--- config.mk ---
export PLATFORM = sky130hd
export DESIGN_NAME = rbc_status
export DESIGN_NICKNAME = d
export VERILOG_FILES = /design/src/inc/rbc_pkg.sv /design/src/core/rbc_counter.sv /design/src/core/rbc_status.sv
export SDC_FILE = /design/constraint.sdc
export NUM_CORES = 1
export LEC_CHECK = 0
export ABC_AREA = 1
export BUFFER_PORTS_ARGS = -buffer_cell sky130_fd_sc_hd__buf_2
export CORE_ASPECT_RATIO = 0.7
export CORE_UTILIZATION = 53
export CTS_BUF_LIST = sky130_fd_sc_hd__clkbuf_8
export CTS_CLUSTER_SIZE = 20
export DETAILED_ROUTE_END_ITERATION = 16
export PLACE_DENSITY = 0.88
export SLEW_MARGIN = 20
export SYNTH_ARGS = -nofsm -noshare
export SYNTH_HDL_FRONTEND = slang
export SYNTH_SLANG_ARGS = --single-unit
--- constraint.sdc ---
create_clock -name clk -period 5 [get_ports clk]
set_input_delay 0.25 -clock clk [delete_from_list [all_inputs] [get_ports clk]]
set_output_delay 0.25 -clock clk [all_outputs]
set_load 0.05 [all_outputs]
--- src/inc/rbc_pkg.sv ---
package rbc_pkg;

   // ----------------------------------------------------------------
   // Register map
   // ----------------------------------------------------------------
   localparam int ADDR_W = 4;
   localparam logic [ADDR_W-1:0] OFS_STATUS = 4'h0;
   localparam logic [ADDR_W-1:0] OFS_CONTROL_ONE = 4'h4;
   localparam logic [ADDR_W-1:0] OFS_RX_START = 4'h8;
   localparam logic [ADDR_W-1:0] OFS_IRQ_STATUS = 4'hC;
   localparam logic [ADDR_W-1:0] OFS_IRQ_ENABLE = 4'h2;

   // ----------------------------------------------------------------
   // Field positions
   // ----------------------------------------------------------------
   localparam int CNT_LSB = 16;
   localparam int CNT_W = 8;
   localparam int MODULE_ACTIVE_BIT = 7;
   localparam int TRANSMIT_ACTIVE_BIT = 6;
   localparam int RECEIVE_ACTIVE_BIT = 5;
   localparam int MODULE_ON_BIT = 15;
   localparam int FLOW_CTRL_BIT = 1;
   localparam int DECREMENT_BIT = 0;
   localparam int PKT_PEND_BIT = 0;

   // ----------------------------------------------------------------
   // Values
   // ----------------------------------------------------------------
   localparam logic [CNT_W-1:0] CNT_FULL = 8'hFF;
   localparam logic [CNT_W-1:0] CNT_ZERO = 8'h00;
   localparam logic [31:0] WORD_ZERO = 32'h0000_0000;

   // Bus request carried as one bundle.
   typedef struct packed {
      logic [ADDR_W-1:0] addr;
      logic [31:0] wdata;
      logic wr;
      logic rd;
   } rbc_req_t;

   // Activity state of the module.
   typedef enum logic [1:0] {
      RBC_OFF = 2'b00,
      RBC_ON = 2'b01,
      RBC_DRAIN = 2'b11
   } rbc_state_t;

endpackage : rbc_pkg

--- src/core/rbc_counter.sv ---
`timescale 1ns/100ps
`default_nettype none

module rbc_counter
   import rbc_pkg::*;
#(
   parameter int W = CNT_W
) (
   // Clock and reset
   input wire logic clk,
   input wire logic sys_rst,
   // Count events
   input wire logic clear,
   input wire logic inc,
   input wire logic [W-1:0] inc_amount,
   input wire logic dec,
   // Count value
   output logic [W-1:0] count_q
);

   localparam logic [W-1:0] MAXV = {W{1'b1}};
   localparam logic [W:0] MAXW = {1'b0, MAXV};

   logic [W:0] sum;

   assign sum = {1'b0, count_q} + {1'b0, inc_amount};

   // Saturating count; a clear from a new start address wins over everything.
   always_ff @(posedge clk) begin
      if (sys_rst || clear) begin
         count_q <= '0;
      end else if (inc && dec) begin
         count_q <= count_q;
      end else if (inc) begin
         count_q <= (sum > MAXW) ? MAXV : sum[W-1:0];
      end else if (dec && count_q != '0) begin
         count_q <= count_q - 1'b1;
      end
   end

   a_cnt_no_wrap_up: assert property (@(posedge clk) disable iff (sys_rst)
      (count_q == MAXV && inc && !dec && !clear) |=> count_q == MAXV)
      else $error("count wrapped above full");
   a_cnt_no_wrap_dn: assert property (@(posedge clk) disable iff (sys_rst)
      (count_q == '0 && dec && !inc && !clear) |=> count_q == '0)
      else $error("count wrapped below zero");
   a_cnt_both_hold: assert property (@(posedge clk) disable iff (sys_rst)
      (inc && dec && !clear) |=> $stable(count_q))
      else $error("count moved on simultaneous inc and dec");
   a_cnt_dec_one: assert property (@(posedge clk) disable iff (sys_rst)
      (dec && !inc && !clear && count_q != '0) |=> count_q == $past(count_q) - 1'b1)
      else $error("decrement not by one");

endmodule : rbc_counter

`default_nettype wire

--- src/core/rbc_status.sv ---
// Chosen here: the placing of the registers and strobed register access.
`timescale 1ns/100ps
`default_nettype none

// Notes on behaviour
// - The status word holds an 8-bit receive buffer count in bits 23..16, raised per good packet by its descriptor count.
// - A hardware increment at 0xFF leaves the count at 0xFF.
// - A software decrement at zero leaves the count at zero.
// - Increment and decrement in the same cycle leave the count unchanged.
// - With flow control on, receive halts at 0xFF and resumes once a decrement brings it below 0xFF.
// - With flow control off, receive DMA keeps running while the count saturates at 0xFF.
// - A nonzero count sets the packet-pending flag, which interrupts only when its enable is set.
// - Any write to the receive start address register clears the count to zero.
// - Switching the module off does not clear the count, and decrements still work.
// - Module-active in bit 7 reads 1 while the module is on and 0 when idle.
// - After module-on is cleared, module-active stays 1 until the transfer in progress ends.
// - Transmit-active bit 6 follows only transmit and receive-active bit 5 only receive; both clear when off.
// - Status bits 31..24, 15..8 and 4..0 read zero and all fields reset to zero.
module rbc_status
   import rbc_pkg::*;
(
   // Clock and reset
   input wire logic clk,
   input wire logic sys_rst,
   // Register port
   input wire logic [ADDR_W-1:0] reg_addr,
   input wire logic [31:0] reg_wdata,
   input wire logic reg_wr,
   input wire logic reg_rd,
   output logic [31:0] reg_rdata_q,
   // Receive DMA side
   input wire logic rx_pkt_done,
   input wire logic [CNT_W-1:0] rx_pkt_descs,
   input wire logic rx_frame_busy,
   input wire logic tx_frame_busy,
   output logic rx_halt_q,
   // Status outputs
   output logic module_on_q,
   output logic packet_pending_flag_q,
   output logic irq_q
);

   // ----------------------------------------------------------------
   // Request decode
   // ----------------------------------------------------------------
   rbc_req_t req;
   logic wr_ctl;
   logic wr_start;
   logic buffer_count_decrement;
   logic [CNT_W-1:0] rx_buffer_count;
   logic flow_ctrl_q;
   logic packet_pending_irq_enable_q;
   logic module_active_q;
   logic transmit_active_q;
   logic receive_active_q;
   logic pend_sticky_q;
   rbc_state_t state_q;
   rbc_state_t state_d;

   assign req = '{addr: reg_addr, wdata: reg_wdata, wr: reg_wr, rd: reg_rd};
   assign wr_ctl = req.wr && req.addr == OFS_CONTROL_ONE;
   assign wr_start = req.wr && req.addr == OFS_RX_START;
   // The decrement bit is a strobe: it is never stored, so it always reads zero.
   assign buffer_count_decrement = wr_ctl && req.wdata[DECREMENT_BIT];

   // ----------------------------------------------------------------
   // Buffer count
   // ----------------------------------------------------------------
   // The count ignores module-on, so software can drain it after switch-off.
   rbc_counter #(
      .W(CNT_W)
   ) u_count (
      .clk(clk),
      .sys_rst(sys_rst),
      .clear(wr_start),
      .inc(rx_pkt_done),
      .inc_amount(rx_pkt_descs),
      .dec(buffer_count_decrement),
      .count_q(rx_buffer_count)
   );

   // ----------------------------------------------------------------
   // Control register
   // ----------------------------------------------------------------
   // Module-on and flow control live in control register one.
   always_ff @(posedge clk) begin
      if (sys_rst) begin
         module_on_q <= 1'b0;
         flow_ctrl_q <= 1'b0;
      end else if (wr_ctl) begin
         module_on_q <= req.wdata[MODULE_ON_BIT];
         flow_ctrl_q <= req.wdata[FLOW_CTRL_BIT];
      end
   end

   // Interrupt enable register.
   always_ff @(posedge clk) begin
      if (sys_rst) begin
         packet_pending_irq_enable_q <= 1'b0;
      end else if (req.wr && req.addr == OFS_IRQ_ENABLE) begin
         packet_pending_irq_enable_q <= req.wdata[PKT_PEND_BIT];
      end
   end

   // ----------------------------------------------------------------
   // Receive halt
   // ----------------------------------------------------------------
   // Halt looks at the registered count, so it trails the count by one cycle;
   // the receive DMA must tolerate one more packet completing at the edge.
   always_ff @(posedge clk) begin
      if (sys_rst) begin
         rx_halt_q <= 1'b0;
      end else begin
         rx_halt_q <= flow_ctrl_q && rx_buffer_count == CNT_FULL;
      end
   end

   // ----------------------------------------------------------------
   // Activity state
   // ----------------------------------------------------------------
   // Switch-off waits in the drain state until both directions are quiet.
   always_comb begin
      state_d = state_q;
      unique case (state_q)
         RBC_OFF: begin
            if (module_on_q) state_d = RBC_ON;
         end
         RBC_ON: begin
            if (!module_on_q) begin
               state_d = (rx_frame_busy || tx_frame_busy) ? RBC_DRAIN : RBC_OFF;
            end
         end
         RBC_DRAIN: begin
            if (module_on_q) state_d = RBC_ON;
            else if (!rx_frame_busy && !tx_frame_busy) state_d = RBC_OFF;
         end
         default: state_d = RBC_OFF;
      endcase
   end

   always_ff @(posedge clk) begin
      if (sys_rst) begin
         state_q <= RBC_OFF;
      end else begin
         state_q <= state_d;
      end
   end

   // Busy bits; direction bits are forced low while the module is off.
   always_ff @(posedge clk) begin
      if (sys_rst) begin
         module_active_q <= 1'b0;
         transmit_active_q <= 1'b0;
         receive_active_q <= 1'b0;
      end else begin
         module_active_q <= state_d != RBC_OFF;
         transmit_active_q <= module_on_q && tx_frame_busy;
         receive_active_q <= module_on_q && rx_frame_busy;
      end
   end

   // ----------------------------------------------------------------
   // Interrupt
   // ----------------------------------------------------------------
   // Pending is a level from the count; the sticky copy is set on it and
   // cleared by writing one, with the set winning over the clear.
   always_ff @(posedge clk) begin
      if (sys_rst) begin
         packet_pending_flag_q <= 1'b0;
         pend_sticky_q <= 1'b0;
         irq_q <= 1'b0;
      end else begin
         packet_pending_flag_q <= rx_buffer_count != CNT_ZERO;
         if (rx_buffer_count != CNT_ZERO) begin
            pend_sticky_q <= 1'b1;
         end else if (req.wr && req.addr == OFS_IRQ_STATUS && req.wdata[PKT_PEND_BIT]) begin
            pend_sticky_q <= 1'b0;
         end
         irq_q <= pend_sticky_q && packet_pending_irq_enable_q;
      end
   end

   // ----------------------------------------------------------------
   // Read data
   // ----------------------------------------------------------------
   // Unmapped addresses and reads without a strobe return zero.
   always_ff @(posedge clk) begin
      if (sys_rst) begin
         reg_rdata_q <= WORD_ZERO;
      end else begin
         reg_rdata_q <= WORD_ZERO;
         if (req.rd) begin
            unique case (req.addr)
               OFS_STATUS: begin
                  reg_rdata_q[CNT_LSB +: CNT_W] <= rx_buffer_count;
                  reg_rdata_q[MODULE_ACTIVE_BIT] <= module_active_q;
                  reg_rdata_q[TRANSMIT_ACTIVE_BIT] <= transmit_active_q;
                  reg_rdata_q[RECEIVE_ACTIVE_BIT] <= receive_active_q;
               end
               OFS_CONTROL_ONE: begin
                  reg_rdata_q[MODULE_ON_BIT] <= module_on_q;
                  reg_rdata_q[FLOW_CTRL_BIT] <= flow_ctrl_q;
               end
               OFS_IRQ_STATUS: reg_rdata_q[PKT_PEND_BIT] <= pend_sticky_q;
               OFS_IRQ_ENABLE: reg_rdata_q[PKT_PEND_BIT] <= packet_pending_irq_enable_q;
               default: reg_rdata_q <= WORD_ZERO;
            endcase
         end
      end
   end

   // ----------------------------------------------------------------
   // Checks
   // ----------------------------------------------------------------
   a_halt_at_full: assert property (@(posedge clk) disable iff (sys_rst)
      (flow_ctrl_q && rx_buffer_count == CNT_FULL) |=> rx_halt_q)
      else $error("receive not halted at full count");
   a_no_halt_noflow: assert property (@(posedge clk) disable iff (sys_rst)
      !flow_ctrl_q |=> !rx_halt_q)
      else $error("halt without flow control");
   a_pend_follows: assert property (@(posedge clk) disable iff (sys_rst)
      (rx_buffer_count != CNT_ZERO) |=> packet_pending_flag_q)
      else $error("pending flag missing");
   a_irq_gated: assert property (@(posedge clk) disable iff (sys_rst)
      !packet_pending_irq_enable_q |=> !irq_q)
      else $error("interrupt without enable");
   a_start_clears: assert property (@(posedge clk) disable iff (sys_rst)
      wr_start |=> rx_buffer_count == CNT_ZERO)
      else $error("start write did not clear count");
   a_off_keeps_cnt: assert property (@(posedge clk) disable iff (sys_rst)
      (wr_ctl && !req.wdata[MODULE_ON_BIT] && !req.wdata[DECREMENT_BIT] && !rx_pkt_done)
      |=> $stable(rx_buffer_count))
      else $error("switch-off changed count");
   a_busy_drain: assert property (@(posedge clk) disable iff (sys_rst)
      (state_q == RBC_ON && !module_on_q && (rx_frame_busy || tx_frame_busy))
      |=> module_active_q)
      else $error("module went idle during transfer");
   a_dir_off_clear: assert property (@(posedge clk) disable iff (sys_rst)
      !module_on_q |=> !transmit_active_q && !receive_active_q)
      else $error("direction busy while off");
   a_rd_reserved: assert property (@(posedge clk) disable iff (sys_rst)
      (req.rd && req.addr == OFS_STATUS) |=> reg_rdata_q[31:24] == 8'h00
      && reg_rdata_q[15:8] == 8'h00 && reg_rdata_q[4:0] == 5'h00)
      else $error("reserved status bits nonzero");

   // Activity bits are checked one cycle after the state or busy input they follow.
   a_active_when_on: assert property (@(posedge clk) disable iff (sys_rst)
      module_on_q |=> module_active_q)
      else $error("module active missing while on");
   a_idle_when_off: assert property (@(posedge clk) disable iff (sys_rst)
      (state_q == RBC_OFF && !module_on_q) |=> !module_active_q)
      else $error("module active while idle");
   a_drain_holds: assert property (@(posedge clk) disable iff (sys_rst)
      (state_q == RBC_DRAIN && (rx_frame_busy || tx_frame_busy)) |=> module_active_q)
      else $error("drain dropped module active early");
   a_drain_exit: assert property (@(posedge clk) disable iff (sys_rst)
      (state_q == RBC_DRAIN && !module_on_q && !rx_frame_busy && !tx_frame_busy)
      |=> !module_active_q)
      else $error("module active stuck after drain");
   a_tx_follows: assert property (@(posedge clk) disable iff (sys_rst)
      (module_on_q && tx_frame_busy) |=> transmit_active_q)
      else $error("transmit active missing");
   a_rx_follows: assert property (@(posedge clk) disable iff (sys_rst)
      (module_on_q && rx_frame_busy) |=> receive_active_q)
      else $error("receive active missing");
   a_tx_quiet: assert property (@(posedge clk) disable iff (sys_rst)
      !tx_frame_busy |=> !transmit_active_q)
      else $error("transmit active without transmit");
   a_rx_quiet: assert property (@(posedge clk) disable iff (sys_rst)
      !rx_frame_busy |=> !receive_active_q)
      else $error("receive active without receive");

   // Halt, pending and interrupt must fall again, not only rise.
   a_halt_release: assert property (@(posedge clk) disable iff (sys_rst)
      (rx_buffer_count != CNT_FULL) |=> !rx_halt_q)
      else $error("halt held below full count");
   a_pend_clear: assert property (@(posedge clk) disable iff (sys_rst)
      (rx_buffer_count == CNT_ZERO) |=> !packet_pending_flag_q)
      else $error("pending flag with zero count");
   a_sticky_set: assert property (@(posedge clk) disable iff (sys_rst)
      (rx_buffer_count != CNT_ZERO) |=> pend_sticky_q)
      else $error("sticky pending not set");
   a_irq_raise: assert property (@(posedge clk) disable iff (sys_rst)
      (pend_sticky_q && packet_pending_irq_enable_q) |=> irq_q)
      else $error("enabled interrupt missing");
   a_irq_drop: assert property (@(posedge clk) disable iff (sys_rst)
      !pend_sticky_q |=> !irq_q)
      else $error("interrupt without pending");

   // The idle bus reads zero, so a stale word is never mistaken for read data.
   a_rd_count: assert property (@(posedge clk) disable iff (sys_rst)
      (req.rd && req.addr == OFS_STATUS)
      |=> reg_rdata_q[CNT_LSB +: CNT_W] == $past(rx_buffer_count))
      else $error("status read lost the count");
   a_rd_idle_zero: assert property (@(posedge clk) disable iff (sys_rst)
      !req.rd |=> reg_rdata_q == WORD_ZERO)
      else $error("read data without a read");
   a_rd_dec_zero: assert property (@(posedge clk) disable iff (sys_rst)
      (req.rd && req.addr == OFS_CONTROL_ONE) |=> !reg_rdata_q[DECREMENT_BIT])
      else $error("decrement strobe read back");

   // ----------------------------------------------------------------
   // Cover points
   // ----------------------------------------------------------------
   c_full_halt: cover property (@(posedge clk) disable iff (sys_rst) rx_halt_q ##1 !rx_halt_q);
   c_drain: cover property (@(posedge clk) disable iff (sys_rst) state_q == RBC_DRAIN);
   c_irq: cover property (@(posedge clk) disable iff (sys_rst) irq_q);
   c_collide: cover property (@(posedge clk) disable iff (sys_rst)
      rx_pkt_done && buffer_count_decrement);
   c_off_count: cover property (@(posedge clk) disable iff (sys_rst)
      !module_on_q && rx_buffer_count != CNT_ZERO);

endmodule : rbc_status

`default_nettype wire

# After elaboration in Yosys (flattened, before gate mapping)
# Cells that the tools add are included.
[word_totals] latchBits=0 inputBits=51 mem_bits_rw=0 output_inout_bits=36 word_cells=69 reg_bits=52 mem_count=0 romBits=0
[op_classes] order_cmp=1 add_sub_neg=2 n_mux=12 n_eq_ne=7 bitwise=4 n_shift=0 n_reduce_logical=27 div_mod_pow=0 n_mul=0
[op_table] operator="$mux W8" n=3
[op_table] operator="$logic_and A1 B1 Y1" n=13
[op_table] operator="$mux W2" n=5
[op_table] operator="$add A8 B8 Y9" n=1
[op_table] operator="$gt A9 B8 Y1 const B" n=1
[op_table] operator="$eq A4 B4 Y1 const B" n=2
[op_table] operator="$eq A8 B8 Y1 const B" n=1
[op_table] operator="$reduce_bool A8 Y1" n=1
[op_table] operator="$sub A8 B1 Y8 const B" n=1
[op_table] operator="$pmux W2 S3" n=1
[op_table] operator="$reduce_bool A2 Y1" n=3
[op_table] operator="$reduce_or A3 Y1" n=2
[op_table] operator="$eq A4 B2 Y1 const B" n=1
[op_table] operator="$eq A4 B3 Y1 const B" n=1
[op_table] operator="$logic_not A4 Y1" n=1
[op_table] operator="$not A1 Y1" n=4
[op_table] operator="$eq A2 B1 Y1 const B" n=1
[op_table] operator="$eq A2 B2 Y1 const B" n=1
[op_table] operator="$logic_not A1 Y1" n=2
[op_table] operator="$logic_not A2 Y1" n=1
[op_table] operator="$logic_or A1 B1 Y1" n=2
[op_table] operator="$mux W1" n=2
[op_table] operator="$pmux W1 S2" n=1
[op_table] operator="$reduce_and A2 Y1" n=1
[op_table] operator="$reduce_or A2 Y1" n=1

# Depth between registers and ports, before layout
[logic_depth] depth_word=6 depth_mapped=11 depth_no_buf=11

# Modules after synthesis
# From an unflattened synthesis, not the netlist that was laid out.
[hier_totals] cells_unflattened=296 area_unflattened_um2=2060.7
[modules_own_cells] module="rbc_status" area_per_inst_um2=1121.1 cells_per_inst=139 seq_area_each_um2=520.5 instances=1
[modules_own_cells] module="rbc_counter" area_per_inst_um2=939.7 cells_per_inst=157 seq_area_each_um2=160.2 instances=1

# Worst setup path before layout
# OpenSTA, ideal clock, no wires.
[synth_path] kind="reg-to-reg" startpoint="register u_count.count_q[0]" endpoint="register u_count.count_q[4]" setup_ns=0.117 arrival_time_ns=1.586 stages_incl_launch_ff=11 n_path_buf=0 required_ns=4.883 path_slack_ns=3.297 synth_period_minus_slack_ns=1.703 cell_sequence="dfxtp_1 ha_1 fa_1 nand2_1 nand2_1 nand2_1 nor2_1 nor2_1 nand3_1 nand3_1 a21oi_2"
[synth_via] elab_chain_cells=4 elab_cells_between_ends=10 cone_classes="add/sub: 2; order compare: 1; mux: 3; reduce/logical: 4"
[synth_lines] item="start, declared" line="rbc_counter.sv:18" source="output logic [W-1:0] count_q"
[synth_lines] item="start signal, assigned" line="rbc_counter.sv:33" source="count_q <= count_q;"
[synth_lines] item="start signal, assigned" line="rbc_counter.sv:35" source="count_q <= (sum > MAXW) ? MAXV : sum[W-1:0];"
[synth_lines] item="start signal, assigned" line="rbc_counter.sv:37" source="count_q <= count_q - 1'b1;"
[synth_lines] item="$add A8 B8 Y9 or $reduce_bool A8 Y1 (tied branches)" line="rbc_counter.sv:26, rbc_counter.sv:36"
[synth_lines] item="$gt A9 B8 Y1 or $logic_and A1 B1 Y1 (tied branches)" line="rbc_counter.sv:35, rbc_counter.sv:36"
[synth_lines] item="$mux W8 or $reduce_bool A2 Y1 (tied branches)"
[synth_lines] item="$mux W8 or $reduce_and A2 Y1 (tied branches)"
# Several ways; a longest one is shown, not always the timed one. The select of a mux whose other input is x is not followed.
# A chain may end at the register's enable or synchronous reset.

# Worst setup path in the final report
# Same ends and word-level chain as after synthesis.

==> impl_metrics.yaml <==
drt:
  routed_via_density: 4.99
  num_vias: 1910
  wl_met3_um: 447
  finalWirelength_um: 4390
  wire_per_inst_um: 11.5
  dr.pass1.iters: 5
  dr.max_layer_used: "met4"
  ant_nets: 0
  drt_iter0_markers: 222
  wl_met2_um: 1940
  wl_met1_um: 1930
  drc: 0
sta:
  fin_setup_tns_ns: 0
  hold_viol: 0
  fin_crit_sh_pct: 39.7
  slew_violations: 0
  period_needed_ns: 1.99
  clock_skew_ns: 0.00480
  setup_viol_count_final: 0
  holdWs_ns: 0.204
  rsz0062_at_grt: "no"
  clock.fmax_mhz: 503
floorplan:
  rows: 18
  die_h_um: 53.1
  dieArea_um2: 3980
  initial_core_util_pct: 55.8
  core_area_um2: 3540
  io_pins: 87
  fp.dieW_um: 75.0
critical_path:
  cp_max_fo: 5
  cp_slowest_cell: "fa_1"
  worstReg2RegStart: "u_count.count_q[0]$_SDFFE_PP0P_"
  worstPathRequired_ns: 5.18
  crit_path_cell_trace: "ha_1, fa_1, nand2_1, nand2_1, nand2_1, nor2_1, nor2_1, nand3_1, nand3_1, a21oi_2"
  cp_data_arrival_time_ns: 2.17
  startpoint_type: "register"
  r2r_setup_slack_ns: 3.01
  path_class: "register to register"
  r2r_end: "u_count.count_q[4]$_SDFFE_PP0P_"
  crit_path_frequent_cell: "nand2_1"
  slowest_delay_ns: 0.39
  worst_setup_path_end_kind: "register"
  rr_worst_depth: 10
hold_path:
  hold_class: "input pin to register"
  whs_endpoint: "transmit_active_q$_SDFF_PP0_"
  min_from: "sys_rst"
  hold_depth: 2
yosys:
  post-synth-top-count-cell: "nand2_1"
  avgSynthCellArea_um2: 6.83
  synth.largest_area_cell: "dfxtp_1"
  synth-edff-count: 0
  ys_seq_area_share_pct: 34.5
  ys_seq_elements: 34
  synthArstFlopShare_pct: 0
  synth_area_leaders: "dfxtp_1 (34%), nand2_1 (11%), inv_1 (8.0%)"
  synth_common_cells: "nand2_1 (58), inv_1 (42), nor2_1 (40)"
  synth_cell_types: 27
  syn_inst: 289
  synthesis.area_um2: 1970
  ys.warnings.count: 0
  synth_ff_type: "dfxtp_1"
  synth_top_area_share_pct: 34.5
cells_and_area:
  nNetsFinal: 395
  multiInputGateArea_um2: 1040
  antennaDiodeCount: 0
  seqCellArea_um2: 681
  syn_to_final_growth_pct: 15.9
  fillers: 305
  stdcell_count: 383
  layout-drive-gt1-share_pct: 18.0
cts:
  cts_tree: "yes"
  cts_buffers: 5
  htreeDepth: 2
  clockBufferDepth: 2
  postCtsHoldBufs: 0
  cts.sinks: 34
  cts-root-buf: "clkbuf_8"
  cts_resized: 0
  cts_setup_buffers: 0
  clk_latency_ns: 0.29
  clk_pin_slew_worst_paths_ns: 0.07
placement:
  io_buffers: 39
  dp_cells: 375
  routabilityCongestion: 0.914
  place_hpwl_um: 3180
global_routing:
  grt_max_degree: 13
  first_global_vias: 1589
  grtUsageTotal_pct: 24.5
  grt_pass1_wl_um: 7030
  antenna_found_initial: 0
  grt_overflow: 0
power_and_ir_drop:
  leakagePower_uw: 0.00119
  power_density_nw_per_um2: 343
  ir_worst_vdd_uv: 250
flow_run:
  cap_viol_max_count: 0
status:
  status: "completed"
[layout make-up]
cell class	instances	share of cell area, %
Inverter	45	7.38
Sequential cell	34	29.7
Tap cell	50	2.73
Multi-Input combinational cell	207	45.6
Timing Repair Buffer	39	8.53
Clock buffer	5	3.01
Clock inverter	3	3.01
[per-layer routing]
layer | vias to the layer above | GRT usage (%)
li1 | 969 | -
met1 | 813 | 32.3
met2 | 118 | 37.7
met3 | 10 | 8.57
met4 | 0 | 6.60
met5 | - | 0
[registers in the layout, summed over array words and instances (netlist names)]
register                     cells
pend_sticky_q                    1
state_q                          2
flow_ctrl_q                      1
u_count.count_q                  8
receive_active_q                 1
transmit_active_q                1
irq_q                            1
packet_pending_irq_enable_q      1
rx_halt_q                        1
packet_pending_flag_q            1
module_on_q                      1
reg_rdata_q                     14
module_active_q                  1
[how the worst max path moves through the flow]
stage	from	end	slack [ns]	cells after the start
global placement	rx_pkt_descs[0]	u_count.count_q[4]$_SDFFE_PP0P_	3.06	11
floorplan	u_count.count_q[0]$_SDFFE_PP0P_	u_count.count_q[4]$_SDFFE_PP0P_	3.30	10
detailed placement	rx_pkt_descs[0]	u_count.count_q[4]$_SDFFE_PP0P_	3.06	11
CTS	u_count.count_q[0]$_SDFFE_PP0P_	u_count.count_q[4]$_SDFFE_PP0P_	3.06	10
finish	u_count.count_q[0]$_SDFFE_PP0P_	u_count.count_q[4]$_SDFFE_PP0P_	3.01	10
global route	u_count.count_q[0]$_SDFFE_PP0P_	u_count.count_q[4]$_SDFFE_PP0P_	2.82	10
[report_power, final]
group / switching (uW) / internal, uW / total, uW
combinational: 133 / 55.1 / 188
clock: 102 / 200 / 302
sequential: 14.4 / 281 / 296
total: 249 / 536 / 785
[stage by stage]
stage	util (%)	power [uW]	instance area, um^2	worst slack, ns
after floorplan	-	454	2040	3.30
after global placement	60.8	478	2150	3.06
final	64.7	785	2290	3.01
after CTS	64.7	785	2290	3.06
after global routing	64.7	831	2290	2.82
after detailed placement	60.8	483	2150	3.06
[layout by cell type (no fill, tap or decap)]
cell / n
bufinv_16: 2
conb_1: 18
o21ai_0: 11
nand3_1: 23
nor2_2: 2
clkinv_4: 1
o211ai_1: 1
dfxtp_1: 34
fa_1: 1
nand2_2: 2
nand4_1: 8
inv_2: 2
buf_2: 39
a21oi_2: 2
ha_1: 11
o21ai_1: 5
o21ai_2: 1
a21oi_1: 17
nand3_2: 1
nor2_1: 40
o22ai_1: 1
nand2_4: 1
clkinv_1: 1
nor3_1: 1
clkbuf_8: 5
nand2_1: 58
nor4_1: 1
nor2_4: 2
inv_1: 42
[logic make-up after synthesis]
| group | after synthesis | share of synthesized area, % |
|---|---|---|
| and+or+nand+nor | 139 | 31.1 |
| DFF | 34 | 34.5 |
| AOI/OAI and AO/OA | 38 | 10.4 |
| adders and majority gates | 12 | 7.98 |
| other | 1 | 0.190 |
| buffers and inverters | 65 | 15.9 |
[worst max-delay path, delay by kind of cell (launching register included)]
family          cells  cell delay (ns)
compound gates      1             0.05
fa+ha+maj           2             0.61
flops               1             0.35
simple gates        7             0.87
(Power assumes the default switching activity.)
